**src/core/mpi_map.svh**
```systemverilog
/*
 * Named constants for the multiply pipeline interlock: multiplier busy
 * lengths, counter width and reset values.
 * Assumes it is included by its bare name from the busy counter and interlock modules.
 */
`ifndef MPI_MAP_SVH
`define MPI_MAP_SVH

// ----------------------------------------------------------------------
// counter width in bits and multiplier busy lengths in clock cycles
// ----------------------------------------------------------------------
`define MPI_CNT_W 3
`define MPI_MM_WORD_MULTIPLY_ACCUMULATE 3'h2
`define MPI_MM_LONG_MULTIPLY_ACCUMULATE 3'h4
`define MPI_MM_SIGNED_WORD_MULTIPLY 3'h2
`define MPI_MM_SIGNED_DOUBLE_MULTIPLY 3'h4
`define MPI_MM_NONE 3'h0

// ----------------------------------------------------------------------
// reset values
// ----------------------------------------------------------------------
`define MPI_RST_READY 1'b1
`define MPI_RST_FLAG 1'b0

`endif

```
**src/core/mpi_pkg.sv**
```systemverilog
/*
 * Types shared by the multiply pipeline interlock: instruction classes
 * and sequencer states.
 * Assumes the decoder classifies each issued instruction into mpi_op_t.
 */
package mpi_pkg;

	// ------------------------------------------------------------------
	// instruction classes seen at decode
	// ------------------------------------------------------------------
	typedef enum logic [2:0]
	{
		OP_OTHER = 3'b000,
		OP_WORD_MULTIPLY_ACCUMULATE = 3'b001,
		OP_LONG_MULTIPLY_ACCUMULATE = 3'b010,
		OP_SIGNED_WORD_MULTIPLY = 3'b011,
		OP_SIGNED_DOUBLE_MULTIPLY = 3'b100,
		OP_SYS_REG = 3'b101,
		OP_SYS_REG_MEM = 3'b110
	} mpi_op_t;

	// ------------------------------------------------------------------
	// sequencer stages
	// ------------------------------------------------------------------
	typedef enum logic [2:0]
	{
		ST_IDLE = 3'b000,
		ST_EX = 3'b001,
		ST_MA1 = 3'b010,
		ST_MA2 = 3'b011,
		ST_HOLD = 3'b100
	} mpi_state_t;

endpackage

```
**src/core/mpi_busy_counter.sv**
```systemverilog
/*
 * Multiplier busy counter: loaded when a multiplier instruction leaves
 * its final memory stage, then counts down one per clock.
 * Assumes a synchronous active-low reset on the core clock.
 */
`timescale 1ns/1ps
`default_nettype none
`include "mpi_map.svh"

module mpi_busy_counter
#(
	parameter int CNT_W = `MPI_CNT_W
)
(
	input wire logic i_core_clk,
	input wire logic i_reset_n,
	input wire logic i_load,
	input wire logic [CNT_W-1:0] i_load_val,
	output logic [CNT_W-1:0] o_count,
	output logic o_busy
);

	// ------------------------------------------------------------------
	// parameter check
	// ------------------------------------------------------------------
	generate
		if (CNT_W < `MPI_CNT_W)
		begin : g_bad_width
			$error("busy counter too narrow for longest busy period");
		end
	endgenerate

	logic [CNT_W-1:0] count_ff;
	logic busy_ff;

	// ------------------------------------------------------------------
	// count down; a fresh load wins over the running count
	// ------------------------------------------------------------------
	always_ff @(posedge i_core_clk)
	begin
		if (!i_reset_n)
		begin
			count_ff <= '0;
			busy_ff <= `MPI_RST_FLAG;
		end
		else if (i_load)
		begin
			count_ff <= i_load_val;
			busy_ff <= (i_load_val != '0);
		end
		else if (count_ff != '0)
		begin
			count_ff <= count_ff - 1'b1;
			busy_ff <= (count_ff > {{(CNT_W-1){1'b0}}, 1'b1});
		end
	end

	assign o_count = count_ff;
	assign o_busy = busy_ff;

endmodule

`default_nettype wire

```
**src/core/mpi_interlock.sv**
```systemverilog
/*
 * Multiply pipeline interlock: sequences each multiplier-class
 * instruction from execute through its memory stages, splits slots
 * against instruction fetch and stretches stages on a multiplier still busy from a directly preceding accumulate.
 * Assumes the decoder presents one classified instruction at a time
 * and fetch raises i_fetch_req when it wants the memory bus.
 */
`timescale 1ns/1ps
`default_nettype none
`include "mpi_map.svh"

module mpi_interlock
	import mpi_pkg::*;
#(
	parameter int CNT_W = `MPI_CNT_W
)
(
	input wire logic i_core_clk,
	input wire logic i_reset_n,
	input wire logic i_issue_valid,
	input var mpi_op_t i_issue_op,
	input wire logic i_fetch_req,
	output logic o_issue_ready,
	output logic o_fetch_grant,
	output logic o_mem_access,
	output logic o_mult_access,
	output logic o_mult_stretch,
	output logic o_mult_busy,
	output var mpi_state_t o_stage
);

	// ------------------------------------------------------------------
	// parameter check
	// ------------------------------------------------------------------
	generate
		if (CNT_W < `MPI_CNT_W)
		begin : g_bad_width
			$error("interlock counter width too small");
		end
	endgenerate

	// ------------------------------------------------------------------
	// instruction class decoding
	// ------------------------------------------------------------------
	function automatic logic fn_needs_ma(input mpi_op_t op);
		fn_needs_ma = (op != OP_OTHER);
	endfunction

	function automatic logic fn_two_ma(input mpi_op_t op);
		fn_two_ma = (op == OP_WORD_MULTIPLY_ACCUMULATE) || (op == OP_LONG_MULTIPLY_ACCUMULATE);
	endfunction

	// stages that must wait for a running accumulate
	function automatic logic fn_mult_wait(input mpi_op_t op);
		fn_mult_wait = (op == OP_SIGNED_WORD_MULTIPLY) || (op == OP_SYS_REG) ||
			(op == OP_SYS_REG_MEM);
	endfunction

	function automatic logic fn_mult_user(input mpi_op_t op);
		fn_mult_user = (op != OP_OTHER);
	endfunction

	function automatic logic [CNT_W-1:0] fn_mm_load(input mpi_op_t op);
		case (op)
			OP_WORD_MULTIPLY_ACCUMULATE: fn_mm_load = CNT_W'(`MPI_MM_WORD_MULTIPLY_ACCUMULATE);
			OP_LONG_MULTIPLY_ACCUMULATE: fn_mm_load = CNT_W'(`MPI_MM_LONG_MULTIPLY_ACCUMULATE);
			OP_SIGNED_WORD_MULTIPLY: fn_mm_load = CNT_W'(`MPI_MM_SIGNED_WORD_MULTIPLY);
			OP_SIGNED_DOUBLE_MULTIPLY: fn_mm_load = CNT_W'(`MPI_MM_SIGNED_DOUBLE_MULTIPLY);
			default: fn_mm_load = CNT_W'(`MPI_MM_NONE);
		endcase
	endfunction

	// ------------------------------------------------------------------
	// state
	// ------------------------------------------------------------------
	mpi_state_t state_ff;
	mpi_state_t nxt_state;
	mpi_op_t op_ff;
	logic split_ff;
	logic nxt_split;
	logic prev_mac_ff;
	logic ready_ff;
	logic fetch_ff;
	logic mem_ff;
	logic mult_ff;
	logic stretch_ff;
	logic nxt_fetch;
	logic nxt_mem;
	logic nxt_mult;
	logic nxt_stretch;
	logic mm_load;
	logic accept;
	logic busy_now;
	logic [CNT_W-1:0] mm_count;
	logic mm_busy;

	assign accept = i_issue_valid && ready_ff;
	assign busy_now = (mm_count != '0);

	mpi_busy_counter #(
		.CNT_W(CNT_W)
	) u_busy (
		.i_core_clk(i_core_clk),
		.i_reset_n(i_reset_n),
		.i_load(mm_load),
		.i_load_val(fn_mm_load(op_ff)),
		.o_count(mm_count),
		.o_busy(mm_busy)
	);

	// ------------------------------------------------------------------
	// stage sequencing
	// ------------------------------------------------------------------
	always_comb
	begin
		nxt_state = state_ff;
		nxt_split = split_ff;
		nxt_mem = 1'b0;
		nxt_mult = 1'b0;
		nxt_stretch = 1'b0;
		mm_load = 1'b0;
		case (state_ff)
			ST_IDLE:
			begin
				if (accept)
					nxt_state = ST_EX;
			end
			ST_EX:
			begin
				// plain instructions finish after execute, with no memory stage
				nxt_state = fn_needs_ma(op_ff) ? ST_MA1 : ST_IDLE;
			end
			ST_MA1:
			begin
				if (i_fetch_req && !split_ff)
				begin
					// fetch takes this half, access follows
					nxt_split = 1'b1;
				end
				else if (!fn_two_ma(op_ff) && fn_mult_wait(op_ff) &&
					busy_now && prev_mac_ff)
				begin
					// one stretched slot until the busy period ends
					nxt_stretch = 1'b1;
				end
				else
				begin
					nxt_split = 1'b0;
					// register-form moves touch only the multiplier
					nxt_mem = (op_ff != OP_SYS_REG);
					nxt_mult = !fn_two_ma(op_ff);
					if (fn_two_ma(op_ff))
						nxt_state = ST_MA2;
					else
					begin
						mm_load = 1'b1;
						nxt_state = ST_IDLE;
					end
				end
			end
			ST_MA2:
			begin
				if (i_fetch_req && !split_ff)
					nxt_split = 1'b1;
				else
				begin
					// no wait on earlier busy stages
					nxt_split = 1'b0;
					nxt_mem = 1'b1;
					nxt_mult = 1'b1;
					mm_load = 1'b1;
					nxt_state = (op_ff == OP_LONG_MULTIPLY_ACCUMULATE) ? ST_HOLD : ST_IDLE;
				end
			end
			ST_HOLD:
			begin
				nxt_state = ST_IDLE;
			end
			default:
			begin
				nxt_state = ST_IDLE;
			end
		endcase
		nxt_fetch = i_fetch_req && !nxt_mem;
	end

	always_ff @(posedge i_core_clk)
	begin
		if (!i_reset_n)
			state_ff <= ST_IDLE;
		else
			state_ff <= nxt_state;
	end

	always_ff @(posedge i_core_clk)
	begin
		if (!i_reset_n)
			split_ff <= `MPI_RST_FLAG;
		else
			split_ff <= nxt_split;
	end

	// ------------------------------------------------------------------
	// issue bookkeeping
	// ------------------------------------------------------------------
	// only the directly preceding instruction counts, so any unrelated
	// instruction in between clears the contention history
	always_ff @(posedge i_core_clk)
	begin
		if (!i_reset_n)
		begin
			op_ff <= OP_OTHER;
			prev_mac_ff <= `MPI_RST_FLAG;
		end
		else if (accept)
		begin
			op_ff <= i_issue_op;
			prev_mac_ff <= fn_two_ma(op_ff) && fn_mult_user(i_issue_op);
		end
	end

	// ------------------------------------------------------------------
	// registered outputs
	// ------------------------------------------------------------------
	always_ff @(posedge i_core_clk)
	begin
		if (!i_reset_n)
		begin
			ready_ff <= `MPI_RST_READY;
			fetch_ff <= `MPI_RST_FLAG;
			mem_ff <= `MPI_RST_FLAG;
			mult_ff <= `MPI_RST_FLAG;
			stretch_ff <= `MPI_RST_FLAG;
		end
		else
		begin
			ready_ff <= (nxt_state == ST_IDLE);
			fetch_ff <= nxt_fetch;
			mem_ff <= nxt_mem;
			mult_ff <= nxt_mult;
			stretch_ff <= nxt_stretch;
		end
	end

	assign o_issue_ready = ready_ff;
	assign o_fetch_grant = fetch_ff;
	assign o_mem_access = mem_ff;
	assign o_mult_access = mult_ff;
	assign o_mult_stretch = stretch_ff;
	assign o_mult_busy = mm_busy;
	assign o_stage = state_ff;

endmodule

`default_nettype wire

```
**config.mk**
```make
export PLATFORM = sky130hd
export DESIGN_NAME = mpi_interlock
export DESIGN_NICKNAME = d
export VERILOG_FILES = /design/src/core/mpi_pkg.sv /design/src/core/mpi_busy_counter.sv /design/src/core/mpi_interlock.sv
export VERILOG_INCLUDE_DIRS = /design/src /design/src/core
export SDC_FILE = /design/constraint.sdc
export NUM_CORES = 1
export LEC_CHECK = 0
export BUFFER_PORTS_ARGS = -buffer_cell sky130_fd_sc_hd__buf_4
export CAP_MARGIN = 30
export CORE_AREA = 2 2 48 50
export DETAILED_ROUTE_END_ITERATION = 12
export DIE_AREA = 0 0 50 52
export PLACE_DENSITY_LB_ADDON = 0.25
export SYNTH_ARGS = -nofsm -noshare
export SYNTH_HDL_FRONTEND = slang
export SYNTH_SLANG_ARGS = --single-unit
```
**constraint.sdc**
```tcl
create_clock -name i_core_clk -period 1.49 [get_ports i_core_clk]
set_input_delay 0.0745 -clock i_core_clk [delete_from_list [all_inputs] [get_ports i_core_clk]]
set_output_delay 0.0745 -clock i_core_clk [all_outputs]
set_load 0.01 [all_outputs]
```
# After elaboration in Yosys (flattened, before gate mapping)
# Index checks and enable logic that the tools add are counted.
# word_totals
elab_cells	80
output_inout_bits	9
reg_bits	17
inputBits	7
# op_classes
magnitude_cmp	1
mux	29
reduce_logical	25
bitwise	2
n_eq_ne	11
n_addsub	1
# op_table
cell	n
$mux W3	7
$mux W1	14
$eq A3 B2 Y1 const B	4
$pmux W3 S4	1
$reduce_bool A3 Y1	4
$eq A3 B3 Y1 const B	3
$pmux W1 S2	4
$logic_and A1 B1 Y1	7
$eq A3 B1 Y1 const B	2
$logic_not A3 Y1	2
$ne A3 B3 Y1 const B	2
$pmux W3 S2	1
$mux W2	2
$reduce_bool A2 Y1	2
$reduce_or A2 Y1	2
$gt A3 B1 Y1 const B	1
$logic_not A1 Y1	3
$logic_or A1 B1 Y1	3
$reduce_or A3 Y1	1
$sub A3 B1 Y3 const B	1
$not A1 Y1	2
$reduce_and A2 Y1	1

# Depth between registers and ports, before layout
# depth
depth_word	11
ltp_mapped	7
ltp_nobuf	6

# Cells and area by module
# From an unflattened synthesis, not the netlist that was laid out.
# hier_totals
hier_cells	104
hier_area_um2	917.1
# modules_own_cells
module	area_per_inst_um2	n_inst	seq_area_each_um2	cells_per_inst
mpi_interlock	661.9	1	260.2	76
mpi_busy_counter	255.2	1	80.1	28

# Worst setup path after synthesis
# No wires, ideal clock.
# synth_path
path_kind	register to register
startpoint	reg u_busy.count_ff[0], in the netlist u_busy.o_count[0]
endpoint	reg mem_ff, in the netlist o_mem_access
period_less_slack_ps	1516
setup_slack_ps	-26
arrival_time_ps	1400
stages_incl_launch_ff	8
required_ps	1375
path_buffers	1
cell_sequence	dfxtp_1 inv_1 ha_1 nand2b_1 buf_6 a31oi_1 a311o_1 and3_1
# synth_via
elab_chain_len	6
# synth_lines
item	line	text
from (decl)	mpi_busy_counter.sv:33	logic [CNT_W-1:0] count_ff;
from (signal assigned)	mpi_busy_counter.sv:48	count_ff <= i_load_val;
from (signal assigned)	mpi_busy_counter.sv:53	count_ff <= count_ff - 1'b1;
$reduce_bool A3 Y1	mpi_interlock.sv:98	assign busy_now = (mm_count != '0);
$logic_and A1 B1 Y1	mpi_interlock.sv:140	else if (!fn_two_ma(op_ff) && fn_mult_wait(op_ff) &&
$logic_and A1 B1 Y1	mpi_interlock.sv:141	busy_now && prev_mac_ff)
$mux W1	mpi_interlock.sv:140	
$mux W1	mpi_interlock.sv:135	if (i_fetch_req && !split_ff)
$pmux W1 S2	mpi_interlock.sv:122	case (state_ff)
to (signal assigned)	mpi_interlock.sv:231	mem_ff <= `MPI_RST_FLAG;
to (signal assigned)	mpi_interlock.sv:239	mem_ff <= nxt_mem;
to (decl)	mpi_interlock.sv:84	logic mem_ff;
# Every way passes these cells.
# A chain may end at the register's enable or synchronous reset.

# Worst setup path after layout
# layout_path
startpoint	reg state_ff[2], in the netlist o_stage[2]
endpoint	reg ready_ff, in the netlist o_issue_ready
# layout_via
elab_chain_len	4
elab_cells_between_ends	10
# layout_lines
item	line	text
from (decl)	mpi_interlock.sv:76	mpi_state_t state_ff;
from (signal assigned)	mpi_interlock.sv:192	state_ff <= nxt_state;
$mux W3	mpi_interlock.sv:140	
$mux W3	mpi_interlock.sv:135	
$pmux W3 S4 *	mpi_interlock.sv:122	
$logic_not A3 Y1 *	mpi_interlock.sv:237	ready_ff <= (nxt_state == ST_IDLE);
to (signal assigned)	mpi_interlock.sv:229	ready_ff <= `MPI_RST_READY;
to (signal assigned)	mpi_interlock.sv:237	
to (decl)	mpi_interlock.sv:82	logic ready_ff;
# Every way passes the cells marked *; elsewhere a longest branch is shown, timed or not.

==> out/summary.txt <==
Status = completed
Lkg Pwr = 0.0005134 uW
Initial Util = 45.40%
Top Metal Used = met4
Unrepaired setup endpoints after global routing = no
Total routed wirelength = 2.132 mm
Initial DRC count = 18
Crit. End Element = register
Clock H-tree levels = 1
GRT Total Usage = 18.41%
Final Hold Vio Count = 0
Vias in the first global route = 835
# clock sinks = 17
Die Ht = 52 um
TritonCTS Buffers = 3
Post-Syn Nets = 115
Die area = 0.002600 mm2
Design Area, Final = 0.001214 mm2
Synth unique cells = 41
Worst Setup Path Type = reg -> reg
Residual DRC count = 0
Met1 WL = 929 um
Met2 WL = 1.139 mm
Max transition margin = 78.08%
Postcts setup bufs = 0
Worst setup SP type = register
Crit share post-route = 95.82%
Congestion Overflow GR = 0
Initial antenna violation count = 0
Async S/R FF share, synth = 0%
Final ANT Viol Nets = 0
Worst clock skew = 0.003761 ns
Wire length on met3 = 30 um
Root buffer cell = clkbuf_4
Final setup fails = 0
CTS tree = yes
Fin. max-slew vios = 0
Sequential fraction of the synthesis area = 35.60%
Clock-pin slew on the worst setup and hold paths = 0.10 ns
F_max = 700.4 MHz
PD cells = 1199 mW/mm2
Syn_area_per_cell = 9.104 um2
Max Cap Violations = 0
Worst-Skew Late Latency = 0.29 ns
I/O Buffers = 15
DR pass1 iterations = 4
Via/cell ratio = 5.264
Row Count = 17
Synth Flop Type = dfxtp_1
Area growth syn-to-layout = 26.96%
Wire length of the first global-routing pass = 3.567 mm
Final #Nets = 142
Diodes inserted = 0
CP max FO = 6
Cells after synthesis = 105
Number of enable flip-flop cells after synthesis = 0
Worst VDD drop = 696.9 uV
Post-synthesis register bit count = 17
Core area = 0.002106 mm2
Ys Warns = 0
IO Count = 16
Detailed placement HPWL = 1.611 mm
GPL Wtd Cong = 0.7889
CP arrival = 1.61 ns
Die X = 50 um
DP Area = 0.001159 mm2
Share of cells above drive strength 1 = 35.88%
Min cycle time layout = 1.428 ns
Pin count of the biggest net entering global routing = 14
Via count = 837
Hold Path Class = in -> reg
Routed wire per std cell = 13.41 um
DP Cell Count = 155
Worst Tran Pin Value = 0.3237 ns
Max Buffers Root-to-Sink = 2
Final std cells w/o fill = 159
Area of the mapped netlist = 955.9 um2
Req. time, crit path = 1.68 ns
cell type report:
| type | instances | area [um2] |
|---|---|---|
| Inverter | 5 | 18.77 |
| Clock buffer | 4 | 26.28 |
| Timing Repair Buffer | 27 | 215.2 |
| Fill cell | 199 | 892.1 |
| Tap cell | 28 | 35.03 |
| Sequential cell | 17 | 345.3 |
| Multi-Input combinational cell | 78 | 573.1 |
cell usage in the layout, fill, tap and decap left out, types with 2 or more instances in the layout:
cell type	netlist	routed
nand2_1	11	11
xnor2_1	3	3
nand4b_1	2	2
o31ai_1	2	2
a21oi_2	2	2
mux2i_1	3	3
inv_1	5	4
o211ai_1	2	2
dfxtp_1	17	13
nand3_1	3	3
clkbuf_4	0	3
a31oi_1	2	2
buf_4	2	26
nand3b_1	2	2
and2_1	2	2
nor2_1	6	6
ha_1	3	2
dfxtp_2	0	4
a21oi_1	7	7
nor3_1	2	2
and3_1	2	2
nand2b_1	5	4
Yosys cell counts, types with 2 or more instances:
| cell | count | area [um2] |
|---|---|---|
| dfxtp_1 | 17 | 340.3 |
| inv_1 | 5 | 18.77 |
| a21oi_2 | 2 | 17.52 |
| nand2b_1 | 5 | 31.28 |
| nor2_1 | 6 | 22.52 |
| a21oi_1 | 7 | 35.03 |
| nand2_1 | 11 | 41.29 |
| mux2i_1 | 3 | 30.03 |
| nand3b_1 | 2 | 15.01 |
| buf_6 | 2 | 22.52 |
| nor3_1 | 2 | 10.01 |
| ha_1 | 3 | 37.54 |
| nand3_1 | 3 | 15.01 |
| and3_1 | 2 | 12.51 |
| buf_4 | 2 | 15.01 |
| xnor2_1 | 3 | 26.28 |
| o31ai_1 | 2 | 15.01 |
| o211ai_1 | 2 | 15.01 |
| and2_1 | 2 | 12.51 |
| a31oi_1 | 2 | 12.51 |
| nand4b_1 | 2 | 17.52 |
metrics by stage:
step	hold WS, ns	utilization (%)	worst slack, ns	TNS [ns]	power (uW)
5_1_grt	0.03344	57.64	0.005193	0	1563
4_1_cts	0.01372	56.63	0.0009381	0	1435
3_5_place_dp	0.3350	55.02	-0.06000	-0.06000	1148
3_3_place_gp	0.3426	55.02	0.04018	0	1125
2_1_floorplan	0.1906	-	0.01372	0	970.5
6_report	0.02568	57.64	0.06229	0	1456
state kept, by name, summed over array words and instances (netlist names):
register,count
o_mult_access,1
prev_mac_ff,1
o_mult_stretch,1
op_ff,3
o_stage,3
u_busy.o_busy,1
o_issue_ready,1
u_busy.o_count,3
o_fetch_grant,1
o_mem_access,1
split_ff,1
cell families (layout without fill, tap and decap cells):
| kind of cell | after synthesis | count (layout) | share of synthesized area, % |
|---|---|---|---|
| flip-flops | 17 | 17 | 35.60 |
| AO/OA/AOI/OAI | 24 | 24 | 18.59 |
| AND/OR/NAND/NOR | 43 | 43 | 26.70 |
| XOR/XNOR | 4 | 4 | 3.666 |
| multiplexers | 4 | 4 | 4.319 |
| adder cells (fa/ha/maj) | 3 | 3 | 3.927 |
| buffers and inverters | 10 | 36 | 7.198 |
what timing repair did:
| action | 4_1_cts | 5_1_grt |
|---|---|---|
| resized for setup | 1 | 7 |
| hold buffers | 0 | 0 |
| endpoints found under the setup margin | 2 | 5 |
| pin swaps | 0 | 2 |
power by group:
| group | total [uW] | switching [uW] | internal [uW] | leakage, uW |
|---|---|---|---|---|
| clock | 246 | 141 | 104 | 0.0000150 |
| sequential | 577 | 53.3 | 523 | 0.000141 |
| combinational | 633 | 293 | 340 | 0.000358 |
routing by layer:
| metal | up-vias | track usage [%] |
|---|---|---|
| met3 | 4 | 1.724 |
| met5 | - | 0 |
| met2 | 11 | 33.77 |
| li1 | 426 | - |
| met1 | 396 | 21.00 |
| met4 | 0 | 9.722 |
path summary, 6_finish.rpt:
path                    start            end  slack, ns  depth (start not counted)
setup / recovery   o_stage[2]  o_issue_ready       0.06                          4
hold reg to reg      op_ff[2]       op_ff[2]       0.51                          2
hold / removal    i_fetch_req  o_fetch_grant       0.03                          3
setup reg to reg   o_stage[2]  o_issue_ready       0.06                          4
critical path, stage by stage, from the launching register on:
cell and delay, ns:
dfxtp_1 0.33, nand2b_2 0.22, or4_1 0.56, o211ai_2 0.18, a21oi_2 0.04
(Power assumes the default switching activity.)
